$ cat src/design/scrb_consts.vh
// Purpose: Offsets, field positions and reset values of the alignment and
//          clock control register bank
// Assumes: 8-bit register port with 16-bit byte addresses
// Notes:   Definitions only
`ifndef SCRB_CONSTS_VH
`define SCRB_CONSTS_VH
`define SCRB_ADDR_W            16
`define SCRB_DATA_W            8
`define SCRB_OFF_ALIGN_CTRL    16'h0029
`define SCRB_OFF_CLK_IN_CTRL   16'h002a
`define SCRB_OFF_SUPPLY_CTRL   16'h002b
`define SCRB_OFF_POS_LO        16'h002c
`define SCRB_OFF_POS_MID       16'h002d
`define SCRB_OFF_POS_HI        16'h002e
`define SCRB_RST_ALIGN_CTRL    8'h80
`define SCRB_RST_CLK_IN_CTRL   8'h00
`define SCRB_RST_SUPPLY_CTRL   8'h10
`define SCRB_BIT_PROC_EN       6
`define SCRB_BIT_RECV_EN       5
`define SCRB_BIT_FINE_STEP     4
`define SCRB_SEL_MSB           3
`define SCRB_SEL_LSB           0
`define SCRB_BIT_CLK_PECL      2
`define SCRB_BIT_SREF_PECL     1
`define SCRB_BIT_INVERT        0
`define SCRB_BIT_QUANT_QUIET   2
`define SCRB_BIT_CLK_QUIET     0
`define SCRB_POS_W             24
`endif

$ cat src/design/scrb_sync.v
// Purpose: Two-flop synchroniser for a bus of independent level bits
// Assumes: Each bit changes slowly relative to sys_clk
// Notes:   First stage is read only by the second stage
`timescale 1ns/1ps
module scrb_sync #(
   parameter WIDTH = 24
) (
   input  wire             sys_clk,
   input  wire             reset,
   input  wire [WIDTH-1:0] async_in,
   output reg  [WIDTH-1:0] sync_out
);
   reg [WIDTH-1:0] stage1;
   always @(posedge sys_clk or posedge reset) begin
      if (reset) begin
         stage1   <= {WIDTH{1'b0}};
         sync_out <= {WIDTH{1'b0}};
      end else begin
         stage1   <= async_in;
         sync_out <= stage1;
      end
   end
endmodule

$ cat src/design/scrb_regs.v
// Purpose: Alignment and clock conditioning control register bank
// Assumes: Serial decoder presents address, write strobe and read strobe
//          on sys_clk; edge position status arrives from the analog side
// Notes:   All control outputs come straight from register flops; status
//          bytes are read one at a time with no snapshot, so a status word
//          that moves between reads can tear
`timescale 1ns/1ps
`include "scrb_consts.vh"
module scrb_regs #(
   parameter POS_W = `SCRB_POS_W
) (
   input  wire                     sys_clk,
   input  wire                     reset,
   input  wire [`SCRB_ADDR_W-1:0]  reg_addr,
   input  wire                     reg_write,
   input  wire [`SCRB_DATA_W-1:0]  reg_wdata,
   input  wire                     reg_read,
   output reg  [`SCRB_DATA_W-1:0]  reg_rdata,
   output reg                      reg_rvalid,
   input  wire [POS_W-1:0]         edge_position_in,
   output reg                      alignment_processor_enable,
   output reg                      alignment_receiver_enable,
   output reg                      window_fine_step,
   output reg  [3:0]               alignment_delay_select,
   output reg                      alignment_polarity_invert,
   output reg                      clock_input_pecl_mode,
   output reg                      alignment_input_pecl_mode,
   output reg                      quantizer_supply_quieting,
   output reg                      clock_supply_quieting
);
   // Stored register images and their next values
   reg  [`SCRB_DATA_W-1:0] alignment_control;
   reg  [`SCRB_DATA_W-1:0] clock_input_control;
   reg  [`SCRB_DATA_W-1:0] supply_quieting_control;
   reg  [`SCRB_DATA_W-1:0] next_alignment_control;
   reg  [`SCRB_DATA_W-1:0] next_clock_input_control;
   reg  [`SCRB_DATA_W-1:0] next_supply_quieting_control;
   reg  [`SCRB_DATA_W-1:0] next_rdata;
   wire [POS_W-1:0]        alignment_edge_position;

   // Address decode; control hits feed the store and the read mux, status hits only the read mux
   wire                    hit_align;
   wire                    hit_clk_in;
   wire                    hit_supply;
   wire                    hit_pos_lo;
   wire                    hit_pos_mid;
   wire                    hit_pos_hi;

   // Named fields of the stored images
   wire                    field_proc_en;
   wire                    field_recv_en;
   wire                    field_fine_step;
   wire [3:0]              field_delay_sel;
   wire                    field_invert;
   wire                    field_clk_pecl;
   wire                    field_sref_pecl;
   wire                    field_quant_quiet;
   wire                    field_clk_quiet;

   // Status comes from another domain
   scrb_sync #(
      .WIDTH (POS_W)
   ) u_pos_sync (
      .sys_clk  (sys_clk),
      .reset    (reset),
      .async_in (edge_position_in),
      .sync_out (alignment_edge_position)
   );

   assign hit_align   = (reg_addr == `SCRB_OFF_ALIGN_CTRL);
   assign hit_clk_in  = (reg_addr == `SCRB_OFF_CLK_IN_CTRL);
   assign hit_supply  = (reg_addr == `SCRB_OFF_SUPPLY_CTRL);
   assign hit_pos_lo  = (reg_addr == `SCRB_OFF_POS_LO);
   assign hit_pos_mid = (reg_addr == `SCRB_OFF_POS_MID);
   assign hit_pos_hi  = (reg_addr == `SCRB_OFF_POS_HI);

   // A write lands in its image at the strobe edge
   // Reserved bits are stored as written; host keeps them at reset value
   always @* begin
      next_alignment_control = alignment_control;
      if (reg_write && hit_align) begin
         next_alignment_control = reg_wdata;
      end
   end

   always @* begin
      next_clock_input_control = clock_input_control;
      if (reg_write && hit_clk_in) begin
         next_clock_input_control = reg_wdata;
      end
   end

   // Status offsets have no image, so writes to them are dropped
   always @* begin
      next_supply_quieting_control = supply_quieting_control;
      if (reg_write && hit_supply) begin
         next_supply_quieting_control = reg_wdata;
      end
   end

   // Images hold their reset values while reset is high
   always @(posedge sys_clk or posedge reset) begin
      if (reset) begin
         alignment_control <= `SCRB_RST_ALIGN_CTRL;
      end else begin
         alignment_control <= next_alignment_control;
      end
   end

   always @(posedge sys_clk or posedge reset) begin
      if (reset) begin
         clock_input_control <= `SCRB_RST_CLK_IN_CTRL;
      end else begin
         clock_input_control <= next_clock_input_control;
      end
   end

   always @(posedge sys_clk or posedge reset) begin
      if (reset) begin
         supply_quieting_control <= `SCRB_RST_SUPPLY_CTRL;
      end else begin
         supply_quieting_control <= next_supply_quieting_control;
      end
   end

   // Field slices of the images
   assign field_proc_en     = alignment_control[`SCRB_BIT_PROC_EN];
   assign field_recv_en     = alignment_control[`SCRB_BIT_RECV_EN];
   assign field_fine_step   = alignment_control[`SCRB_BIT_FINE_STEP];
   assign field_delay_sel   = alignment_control[`SCRB_SEL_MSB:`SCRB_SEL_LSB];
   assign field_invert      = clock_input_control[`SCRB_BIT_INVERT];
   assign field_clk_pecl    = clock_input_control[`SCRB_BIT_CLK_PECL];
   assign field_sref_pecl   = clock_input_control[`SCRB_BIT_SREF_PECL];
   assign field_quant_quiet = supply_quieting_control[`SCRB_BIT_QUANT_QUIET];
   assign field_clk_quiet   = supply_quieting_control[`SCRB_BIT_CLK_QUIET];

   // One stage between image and output keeps every output a plain flop;
   // a written field shows one edge after its strobe edge
   always @(posedge sys_clk or posedge reset) begin
      if (reset) begin
         alignment_processor_enable <= 1'b0;
         alignment_receiver_enable  <= 1'b0;
         window_fine_step           <= 1'b0;
         alignment_delay_select     <= 4'h0;
      end else begin
         alignment_processor_enable <= field_proc_en;
         alignment_receiver_enable  <= field_recv_en;
         window_fine_step           <= field_fine_step;
         alignment_delay_select     <= field_delay_sel;
      end
   end

   always @(posedge sys_clk or posedge reset) begin
      if (reset) begin
         alignment_polarity_invert <= 1'b0;
         clock_input_pecl_mode     <= 1'b0;
         alignment_input_pecl_mode <= 1'b0;
      end else begin
         alignment_polarity_invert <= field_invert;
         clock_input_pecl_mode     <= field_clk_pecl;
         alignment_input_pecl_mode <= field_sref_pecl;
      end
   end

   always @(posedge sys_clk or posedge reset) begin
      if (reset) begin
         quantizer_supply_quieting <= 1'b0;
         clock_supply_quieting     <= 1'b0;
      end else begin
         quantizer_supply_quieting <= field_quant_quiet;
         clock_supply_quieting     <= field_clk_quiet;
      end
   end

   // Unmapped offsets read as zero; a same-cycle write is not yet seen
   always @* begin
      next_rdata = 8'h00;
      if (hit_align) begin
         next_rdata = alignment_control;
      end else if (hit_clk_in) begin
         next_rdata = clock_input_control;
      end else if (hit_supply) begin
         next_rdata = supply_quieting_control;
      end else if (hit_pos_lo) begin
         next_rdata = alignment_edge_position[7:0];
      end else if (hit_pos_mid) begin
         next_rdata = alignment_edge_position[15:8];
      end else if (hit_pos_hi) begin
         next_rdata = alignment_edge_position[23:16];
      end
   end

   // Read data holds between reads; the valid flag follows the read strobe one edge later
   always @(posedge sys_clk or posedge reset) begin
      if (reset) begin
         reg_rvalid <= 1'b0;
      end else begin
         reg_rvalid <= reg_read;
      end
   end

   always @(posedge sys_clk or posedge reset) begin
      if (reset) begin
         reg_rdata <= 8'h00;
      end else if (reg_read) begin
         reg_rdata <= next_rdata;
      end
   end
endmodule

$ cat config.mk
export PLATFORM = sky130hd
export DESIGN_NAME = scrb_regs
export DESIGN_NICKNAME = d
export VERILOG_FILES = /design/src/design/scrb_sync.v /design/src/design/scrb_regs.v
export VERILOG_INCLUDE_DIRS = /design/src /design/src/design
export SDC_FILE = /design/constraint.sdc
export NUM_CORES = 1
export LEC_CHECK = 0
export BUFFER_PORTS_ARGS = -buffer_cell sky130_fd_sc_hd__buf_2
export CAP_MARGIN = 40
export CELL_PAD_IN_SITES_DETAIL_PLACEMENT = 2
export CELL_PAD_IN_SITES_GLOBAL_PLACEMENT = 2
export CORE_MARGIN = 4
export CORE_UTILIZATION = 37
export CTS_CLUSTER_SIZE = 10
export DETAILED_ROUTE_END_ITERATION = 8
export PLACE_DENSITY = 0.85
export SYNTH_ARGS = -nofsm -noshare
export SYNTH_HDL_FRONTEND = slang
export SYNTH_SLANG_ARGS = --single-unit
export TNS_END_PERCENT = 20
$ cat constraint.sdc
create_clock -name sys_clk -period 3.9 [get_ports sys_clk]
set_clock_uncertainty 0.15 [all_clocks]
set_input_delay 0.195 -clock sys_clk [delete_from_list [all_inputs] [get_ports sys_clk]]
set_output_delay 0.195 -clock sys_clk [all_outputs]
set_load 0.01 [all_outputs]
==> metrics.md, run 1 <==
| Metric | Value |
|---|---|
| Status | `finished, final reports clean` |
| Fraction of synthesized area in multiplexers | `11.82%` |
| Compound-gate portion of the synthesized area | `between 7 and 8%` |
| Post-synth ARST share | `100.0%` |
| Unrepaired setup endpoints after global routing | `no` |
| Syn_nets | `267` |
| Routed WL | `7953 um` |
| Total number of yosys warnings | `0` |
| Postcts setup bufs | `0` |
| Yosys top cell area share | `69.15%` |
| Share of layout cells above drive strength 1 | `38.72%` |
| Area grow syn2layout | `30.81%` |
| Routed WL per cell | `18.24 um` |
| Drc violations | `0` |
| P per Cell Area | `417.2 nW/um^2` |
| Worst setup SP type | `input port` |
| XOR/XNOR Fraction of Synth Area | `0%` |
| Worst Path Required | `between 3 and 4 ns` |
| Distinct cells, synth | `33` |
| First-pass GRT wire length | `~13000 um` |
| Post-Synthesis Cells | `215` |
| Final Non-Filler Cells | `436` |
| Number of I/O pins | `73` |
| Max Clk Rate | `0.4982 GHz` |
| Routed vias | `between 2000 and 2500` |
| Largest family of logic cells by synthesized area | `multiplexers` |
| Drt via density | `4.826` |
| Total gr overflow | `0` |
| Synth Cell Area | `3293 um^2` |
| Count leader, synth | `dfrtp_1` |
| Final Hold Vio Count | `0` |
| Footprint of the multi-input gates | `roughly 900 um^2` |
| Vias in the first global route | `2423` |
| Diodes inserted | `0` |
| CTS max path bufs | `2` |
| Top post-synthesis cells by area | `dfrtp_1 (69%), mux2_2 (7.9%), mux2_4 (3.6%)` |
| Gpl congestion | `a little over 0.8` |
| Max Cap Violations | `0` |
| Worst skew pair latency | `approximately 0.35 ns` |
| Final period utilization | `between 50 and 60%` |
| Synthesized area per cell | `15.32 um^2` |
| Core area | `8678 um^2` |
| Top cells by count, synth | `dfrtp_1 (91), mux2_2 (23), nor2_1 (10)` |
| FF+latch count, synth | `93` |
| Post-synthesis sequential area ratio | `a little over two thirds` |
| Maximum vdd drop | `0.0002242 V` |
| Setup crit end kind | `flip-flop` |
| DR pass1 iterations | `4` |
| Gr usage total | `16.90%` |
| Number of synthesized flops with an enable pin | `0` |
| CTS hold repair buffers | `34` |
| Worst-path clk slew | `about 0.090 ns` |
| DPL Wire Length | `5564 um` |
| Die width | `102.3 um` |
| Synth area leader | `dfrtp_1` |
| DRT iter0 DRCs | `34` |
| Antenna Nets Post-Route | `0` |
| Post-synthesis adder-cell area fraction | `0%` |
| Initial antenna violation count | `0` |
| Number of port buffers | `72` |
| DIE AREA | `10470 um^2` |
| Die H | `102.3 um` |
| Post-Route Setup TNS | `0 ns` |
| CTS tree | `built` |
| Max-slew headroom | `46.69%` |
| Sink Count | `93` |
| Placed cell count | `~390` |
| Final number of setup-violating endpoints | `0` |
| FP Rows | `34` |
| CP max FO | `10` |
| Filler cells | `851` |
| Worst-margin pin slew | `0.7987 ns` |
| Ys flop type | `dfrtp_1` |
| Largest net degree at the start of global routing | `49` |
| Final hold slack | `0.1658 ns` |
| WS Path Type | `in2reg` |
| Inserted Clock Buffers | `9` |
| Fin. max-slew vios | `0` |
| Simple-gate portion of the synthesized area | `8.017%` |
| CTS H-tree depth | `3` |
| Final Net Count | `around 380` |
| Min-delay worst type | `in2reg` |
| Register area | `2330 um^2` |
| Starting Density | `37.95%` |
| Post_cts resized | `0` |
| Period minus WS final | `2.007 ns` |
| CTS root buf | `clkbuf_8` |
| Worst path arrival time | `between 2 and 2.5 ns` |
| P_leak | `0.002083 uW` |
## area by class of cell
type / count / area share (%)
Clock inverter: 3 / 1.017
Clock buffer: 12 / 3.834
Multi-Input combinational cell: 108 / 20.94
Tap cell: 108 / 3.137
Timing Repair Buffer: 108 / 16.61
Inverter: 4 / 0.3776
Sequential cell: 93 / 54.08
## where the power goes
group | leakage (uW) | internal (uW) | switching, uW
clock network | 0.000108 | 346 | 316
registers | 0.00117 | 994 | 10.9
logic | 0.000806 | 64.4 | 66.4
## critical path: stages
cell and delay [ns]:
dlygate4sd3_1 0.52, buf_2 0.23, clkinv_1 0.31, or3_1 0.58, o22ai_1 0.19, nor2_1 0.07
## final timing paths
kind	startpoint	end	slack, ns	cells after the start
worst max-delay path	reg_read	reg_rdata[1]$_DFFE_PP0P_	1.89	6
worst min-delay path	reg_addr[6]	reg_rdata[7]$_DFFE_PP0P_	0.17	4
worst max register to register	clock_input_control[4]$_DFFE_PP0P_	reg_rdata[4]$_DFFE_PP0P_	2.34	4
worst min register to register	u_pos_sync.stage1[1]$_DFF_PP0_	u_pos_sync.sync_out[1]$_DFF_PP0_	0.21	0
max in group asynchronous	reset	alignment_control[3]$_DFFE_PP0P_	2.41	4
min in group asynchronous	reset	supply_quieting_control[1]$_DFFE_PP0P_	0.36	3
## registers in the layout (all words and copies together) (netlist names), 4 cells and up
signal / flops
clock_input_control: 8
alignment_control: 8
u_pos_sync.stage1: 24
u_pos_sync.sync_out: 24
alignment_delay_select: 4
supply_quieting_control: 8
reg_rdata: 8
## logic make-up after synthesis
logic type / Yosys count
flops: 93
simple gates: 43
compound gates: 33
mux: 32
buf+inv: 14
## per-layer routing
layer  up-vias  wire length (um)  global-route usage, %
li1        975                 -                      -
met1      1068              3256                  20.98
met2        53              4245                  29.49
met3         8               329                  2.935
met4         0               121                  6.357
met5         -                 0                      0
## per-stage QoR
step | setup slack, ns | instance area, um^2 | util [%] | power, uW
2_1_floorplan | 1.138 | 3293 | - | 1073
3_3_place_gp | 1.691 | 3759 | 43.31 | 1122
3_5_place_dp | 1.625 | 3759 | 43.31 | 1130
4_1_cts | 1.900 | 4308 | 49.64 | 1822
5_1_grt | 1.791 | 4308 | 49.64 | 1891
6_report | 1.893 | 4308 | 49.64 | 1797
## cells in the final DEF, fill, tap and decap left out
master / instances
nor4_2: 1
nand3_1: 1
or4_1: 1
nor3_1: 2
nand2_1: 3
nand3b_1: 2
buf_2: 72
mux2i_1: 1
a211oi_1: 7
clkbuf_8: 12
nor3_2: 1
o22ai_1: 6
a31oi_1: 1
nor2b_1: 9
o31ai_1: 1
dlygate4sd3_1: 34
dfrtp_1: 91
bufinv_16: 1
a22o_1: 7
a21oi_1: 1
clkinv_4: 1
a2111oi_0: 7
clkinv_2: 2
or3_1: 2
buf_4: 2
o211ai_1: 1
nand2_2: 1
nand2b_1: 7
mux2_4: 8
nor4b_4: 1
inv_1: 2
nor2_1: 10
clkinv_1: 1
mux2_2: 23
o21ai_0: 2
nand4_1: 2
dfstp_2: 2
(Power assumes the default switching activity.)
==> run 2, diff against run 1 <==
CORE_UTILIZATION = 33   (was 37)
PLACE_DENSITY = 0.81   (was 0.85)
clock period = 1.6 ns   (was 3.9 ns; I/O delays follow)
==> metrics.md, run 2 (synthesis gave the netlist of run 1 again) <==
| Metric | Value |
|---|---|
| CTS max path bufs | `2 (unchanged)` |
| Total gr overflow | `0 (unchanged)` |
| CTS tree | `built` |
| Sink Count | `93 (unchanged)` |
| R2R Setup Slk | `-0.0009 ns (-2.34 ns)` |
| Worst Path Required | `1.69 ns (-2.30 ns)` |
| Setup crit end kind | `flip-flop` |
| DR pass1 iterations | `4 (unchanged)` |
| Worst-path clk slew | `0.10 ns (about the same)` |
| Final hold slack | `0.09902 ns (-0.06675 ns)` |
| Register area | `2330 um^2 (unchanged)` |
| Largest net degree at the start of global routing | `26 (-47%)` |
| Most common library cell in the layout ignoring fill and taps | `dfrtp_1` |
| Postcts setup bufs | `0 (unchanged)` |
| Commonest cells after routing, fill and taps aside | `dfrtp_1 (91), buf_2 (72), dlygate4sd3_1 (34)` |
| DRT iter0 DRCs | `66 (+94%)` |
| Pwr Total | `4457 uW (+150%)` |
| P per Cell Area | `976.2 nW/um^2 (+130%)` |
| Status | `finished, violations left` |
| Final core utilization | `46.93% (-2.7 points)` |
| Starting Density | `33.85% (-4.1 points)` |
| Routed WL per cell | `19.28 um (+5.7%)` |
| Final setup margin | `-0.0008800 ns (-1.894 ns)` |
| Post-Route Setup TNS | `-0.0008800 ns (-0.0008800 ns)` |
| DIE AREA | `11640 um^2 (+11%)` |
| Worst setup SP type | `flip-flop` |
| Max Cap Violations | `0 (unchanged)` |
| Routed vias | `2241 (+6.5%)` |
| Number of port buffers | `72 (unchanged)` |
| Inserted Clock Buffers | `9 (unchanged)` |
| Max Clk Rate | `0.6247 GHz` |
| Period minus WS final | `1.601 ns` |
| CTS root buf | `clkbuf_8` |
| Number of I/O pins | `73 (unchanged)` |
| Diodes inserted | `0 (unchanged)` |
| Die H | `107.9 um (+5.4%)` |
| Min-delay worst type | `in2reg` |
| Core area | `9729 um^2 (+12%)` |
| Vias in the first global route | `2635 (+8.7%)` |
| Drc violations | `0 (unchanged)` |
| Final Net Count | `394 (+4.8%)` |
| Filler cells | `957 (+12%)` |
| CP max FO | `2 (-8)` |
| FP Rows | `36 (+5.9%)` |
| First-pass GRT wire length | `14750 um (+12%)` |
| Failing checks | `setup timing` |
| Footprint of the multi-input gates | `943.4 um^2 (+4.6%)` |
| Final number of setup-violating endpoints | `1 (+1)` |
| Antenna Nets Post-Route | `0 (unchanged)` |
| Worst path arrival time | `1.69 ns (-0.40 ns)` |
| Share of layout cells above drive strength 1 | `43.23% (+4.5 points)` |
| P_leak | `0.002184 uW (+4.9%)` |
| Final Hold Vio Count | `0 (unchanged)` |
| Routed WL | `9252 um (+16%)` |
| Worst-margin pin slew | `0.5965 ns (-0.2022 ns)` |
| Maximum vdd drop | `0.0005090 V (+130%)` |
| Top flop regs | `u_pos_sync.stage1 (24), u_pos_sync.sync_out (24)` |
| Worst skew pair latency | `0.37 ns (+0.02 ns)` |
| Max-slew headroom | `60.15% (+13 points)` |
| WS Path Type | `reg2reg` |
| DPL Wire Length | `6414 um (+15%)` |
| Gpl congestion | `0.7927 (-2.8%)` |
| Fin. max-slew vios | `0 (unchanged)` |
| Die width | `107.9 um (+5.4%)` |
| Gr usage total | `16.90% (about the same)` |
| Area grow syn2layout | `38.64%` |
| Drt via density | `4.669 (-3.3%)` |
| CTS H-tree depth | `3 (unchanged)` |
| Final period utilization | `100.1%` |
| Initial antenna violation count | `0 (unchanged)` |
| Unrepaired setup endpoints after global routing | `yes` |
==> run 2: cell count changes in the layout (fill, tap and decap cells not counted), sizes merged <==
| cell | change |
|---|---|
| inv | +3 |
| clkbuf | -1 |
| buf | +18 |
| clkinv | -2 |
| clkinvlp | +1 |
==> run 2: layer usage <==
layer | track usage, % | part of all wire (%) | vias to the layer above
met4 | 5.681 | 1.8 | 0
met3 | 2.280 | 3.1 | 13
met5 | 0 | 0 | -
li1 | - | - | 1021
met1 | 20.18 | 40 | 1149
met2 | 31.08 | 55 | 58
==> run 2: what timing repair did <==
action	CTS	global route
pin swaps	0	2
gates resized for setup	4	8
hold buffers	34	0
setup endpoints to repair	5	28
endpoints found under the hold margin	140	0
==> run 2: through the flow <==
stage / worst slack, ns / instance area, um^2 / instances
after floorplan: -0.1531 / 3297 / 215
after global placement: -0.2691 / 3978 / 430
after detailed placement: -0.5631 / 3978 / 430
after CTS: 0.006543 / 4532 / 480
after global routing: -0.04088 / 4566 / 480
final: -0.0008800 / 4566 / 480
==> run 2: final timing paths <==
kind                                                     endpoint                               start  cells after the start
max in group asynchronous  supply_quieting_control[4]$_DFFE_PP1P_                               reset                      4
setup reg to reg                         reg_rdata[6]$_DFFE_PP0P_  clock_input_control[6]$_DFFE_PP0P_                      4
hold reg to reg                 u_pos_sync.sync_out[13]$_DFF_PP0_     u_pos_sync.stage1[13]$_DFF_PP0_                      0
hold / removal                           reg_rdata[7]$_DFFE_PP0P_                         reg_addr[1]                      4
setup / recovery                         reg_rdata[6]$_DFFE_PP0P_  clock_input_control[6]$_DFFE_PP0P_                      4
min in group asynchronous          u_pos_sync.stage1[1]$_DFF_PP0_                               reset                      3
==> run 2: where the power goes <==
group          switching, uW  internal [uW]  total [uW]
clock                    883            750        1630
combinational            183            189         371
sequential              29.4           2420        2450
==> run 2: cell type report <==
type / instances / share of cell area (%)
clock inverter: 5 / 1.480
inverter: 4 / 0.4111
sequential: 93 / 51.03
timing repair buffer: 126 / 19.90
clock buffer: 11 / 2.877
tap: 133 / 3.645
multi-input combinational: 108 / 20.66
==> run 2: critical path: stages, from the launching register on <==
cell and delay (ns):
dfrtp_1 0.40, mux2_2 0.27, a22o_1 0.21, a211oi_1 0.34
nor2_1 0.12
==> run 3, diff against run 2 <==
CORE_UTILIZATION = 37   (was 33)
PLACE_DENSITY = 0.85   (was 0.81)
clock period = 1.8 ns   (was 1.6 ns; I/O delays follow)
==> metrics.md, run 3 (synthesis gave the netlist of run 1 again) <==
| Metric | Value |
|---|---|
| Slowest stage cell, crit path | `nor4_2` |
| Initial antenna violation count | `0 (unchanged)` |
| First-pass GRT wire length | `13070 um (-11%)` |
| Final setup margin | `0.1478 ns (+0.1487 ns)` |
| Max Clk Rate | `0.6052 GHz` |
| GRT met3 Usage | `3.891% (+1.6 points)` |
| Worst-margin pin slew | `0.4507 ns (-0.1457 ns)` |
| Max-slew headroom | `69.18% (+9.0 points)` |
| Total gr overflow | `0 (unchanged)` |
| WS Path Type | `in2reg` |
| CTS max path bufs | `2 (unchanged)` |
| Die H | `102.3 um (-5.1%)` |
| Final Net Count | `388 (-1.5%)` |
| Routed WL per cell | `17.84 um (-7.4%)` |
| Diodes inserted | `0 (unchanged)` |
| Starting Density | `37.95% (+4.1 points)` |
| Routed vias | `2153 (-3.9%)` |
| Die width | `102.3 um (-5.1%)` |
| Commonest cells after routing, fill and taps aside | `dfrtp_1 (91), buf_2 (72), dlygate4sd3_1 (34)` |
| Core area | `8678 um^2 (-11%)` |
| GRT busiest layer | `met2` |
| Routed WL | `8012 um (-13%)` |
| Gpl congestion | `0.7791 (-1.7%)` |
| CP Cell Sequence | `buf_2 > nor4_2 > buf_4 > nand4_1 > nor3_2 > buf_4 > mux2_2` |
| Most frequent CP cell | `buf_4` |
| Cell Area, Placed | `3889 um^2 (-2.2%)` |
| P_leak | `0.002151 uW (-1.5%)` |
| Antenna Nets Post-Route | `0 (unchanged)` |
| Final number of setup-violating endpoints | `0 (-1)` |
| CTS H-tree depth | `3 (unchanged)` |
| Min-delay worst type | `in2reg` |
| Register area | `2330 um^2 (unchanged)` |
| Most common library cell in the layout ignoring fill and taps | `dfrtp_1` |
| DRT iter0 DRCs | `43 (-35%)` |
| DIE AREA | `10470 um^2 (-10%)` |
| P per Cell Area | `889.4 nW/um^2 (-8.9%)` |
| Top flop regs | `u_pos_sync.stage1 (24), u_pos_sync.sync_out (24)` |
| Met2 Track Usage GR | `29.24% (-1.8 points)` |
| Final Hold Vio Count | `0 (unchanged)` |
| CP bufs+invs | `3 (+3)` |
| Drt via density | `4.795 (+2.7%)` |
| CTS root buf | `clkbuf_8` |
| Sink Count | `93 (unchanged)` |
| Period minus WS final | `1.652 ns` |
| Critical Path Max Stage Delay | `0.35 ns (-0.05 ns)` |
| Unrepaired setup endpoints after global routing | `no` |
| CTS tree | `built` |
| Max Cap Violations | `0 (unchanged)` |
| Maximum vdd drop | `0.0004937 V (-3.0%)` |
| Setup crit end kind | `flip-flop` |
| Number of port buffers | `72 (unchanged)` |
| Footprint of the multi-input gates | `904.6 um^2 (-4.1%)` |
| DPL Wire Length | `5877 um (-8.4%)` |
| Drc violations | `0 (unchanged)` |
| Vias in the first global route | `2488 (-5.6%)` |
| Filler cells | `837 (-13%)` |
| Inserted Clock Buffers | `9 (unchanged)` |
| CP max FO | `8 (+6)` |
| Worst path arrival time | `1.74 ns (+0.05 ns)` |
| Post-route cell area | `4449 um^2 (-2.5%)` |
| Largest net degree at the start of global routing | `39 (+50%)` |
| Fin. max-slew vios | `0 (unchanged)` |
| Share of layout cells above drive strength 1 | `41.35% (-1.9 points)` |
| Worst reg2reg path depth | `4 (unchanged)` |
| Worst setup SP type | `input port` |
| FP Rows | `34 (-5.6%)` |
| Worst-path clk slew | `0.09 ns (about the same)` |
| Area grow syn2layout | `35.11%` |
| Number of I/O pins | `73 (unchanged)` |
| Postcts setup bufs | `0 (unchanged)` |
| Gr usage total | `16.78% (-0.12 points)` |
| Family with the most delay on the worst path | `simple AND/OR/NAND/NOR gates` |
| Pwr Total | `3957 uW (-11%)` |
| Status | `finished, final reports clean` |
| Number of cells on the worst hold path | `4 (unchanged)` |
| Cell depth of the worst setup path | `7 (+3)` |
| Worst skew pair latency | `0.35 ns (-0.02 ns)` |
| Final period utilization | `91.79%` |
| Final core utilization | `51.27% (+4.3 points)` |
| Worst Path Required | `1.89 ns (+0.20 ns)` |
| Grt met1 use | `20.76% (+0.58 points)` |
| DR pass1 iterations | `3 (-1)` |
| Pre-CTS WS | `-0.1774 ns (+0.3857 ns)` |
run 3: cell types whose count changed in the layout (fill, tap and decap cells not counted), moves of 2 or more:
cell	change
a2111oi_0	+3
a2111oi_2	-2
a211oi_1	+3
a211oi_2	-3
buf_4	-3
buf_6	-2
clkbuf_1	-2
clkbuf_8	+2
run 3: area by class of cell:
class,count,share of cell area (%)
clock buffer,11,3.403
clock inverter,5,1.490
tap,108,3.037
inverter,4,0.4218
multi-input combinational,108,20.33
sequential,93,52.36
timing repair buffer,120,18.95
run 3: report_power, final:
group	total (uW)	internal (uW)	switching, uW	leakage [uW]
clock network	1470	735	738	0.000108
registers	2180	2150	24.0	0.00117
logic	306	158	148	0.000875
run 3: final timing paths:
path	slack [ns]	startpoint	endpoint
setup / recovery	0.15	reg_addr[11]	clock_input_control[6]$_DFFE_PP0P_
hold / removal	0.06	reg_addr[4]	reg_rdata[7]$_DFFE_PP0P_
setup reg to reg	0.19	clock_input_control[2]$_DFFE_PP0P_	reg_rdata[2]$_DFFE_PP0P_
hold reg to reg	0.21	u_pos_sync.stage1[15]$_DFF_PP0_	u_pos_sync.sync_out[15]$_DFF_PP0_
max in group asynchronous	0.77	reset	alignment_control[7]$_DFFE_PP1P_
min in group asynchronous	0.15	reset	u_pos_sync.stage1[8]$_DFF_PP0_
run 3: metal layers:
layer / vias to the layer above / wire [um]
met3: 6 / 337
met5: - / 0
met4: 0 / 99
met2: 45 / 4246
met1: 1096 / 3329
li1: 1006 / -
run 3: tightest hold or removal path, delay by kind of cell:
family          cells  cell delay (ns)
simple gates        2             0.23
compound gates      1             0.11
buf+inv             1             0.10
run 3: metrics by stage:
stage	setup TNS [ns]	cells	hold WS [ns]
after floorplan	0	215	-0.02857
after global placement	-1.454	399	-0.02919
after detailed placement	-3.217	399	-0.01573
after CTS	0	449	0.02064
after global routing	0	449	0.08095
final	0	449	0.06383
run 3: what timing repair did:
item	in CTS	in global routing
hold buffers	34	0
endpoints found under the setup margin	0	2
hold endpoints to repair	143	0
resized for setup	0	1
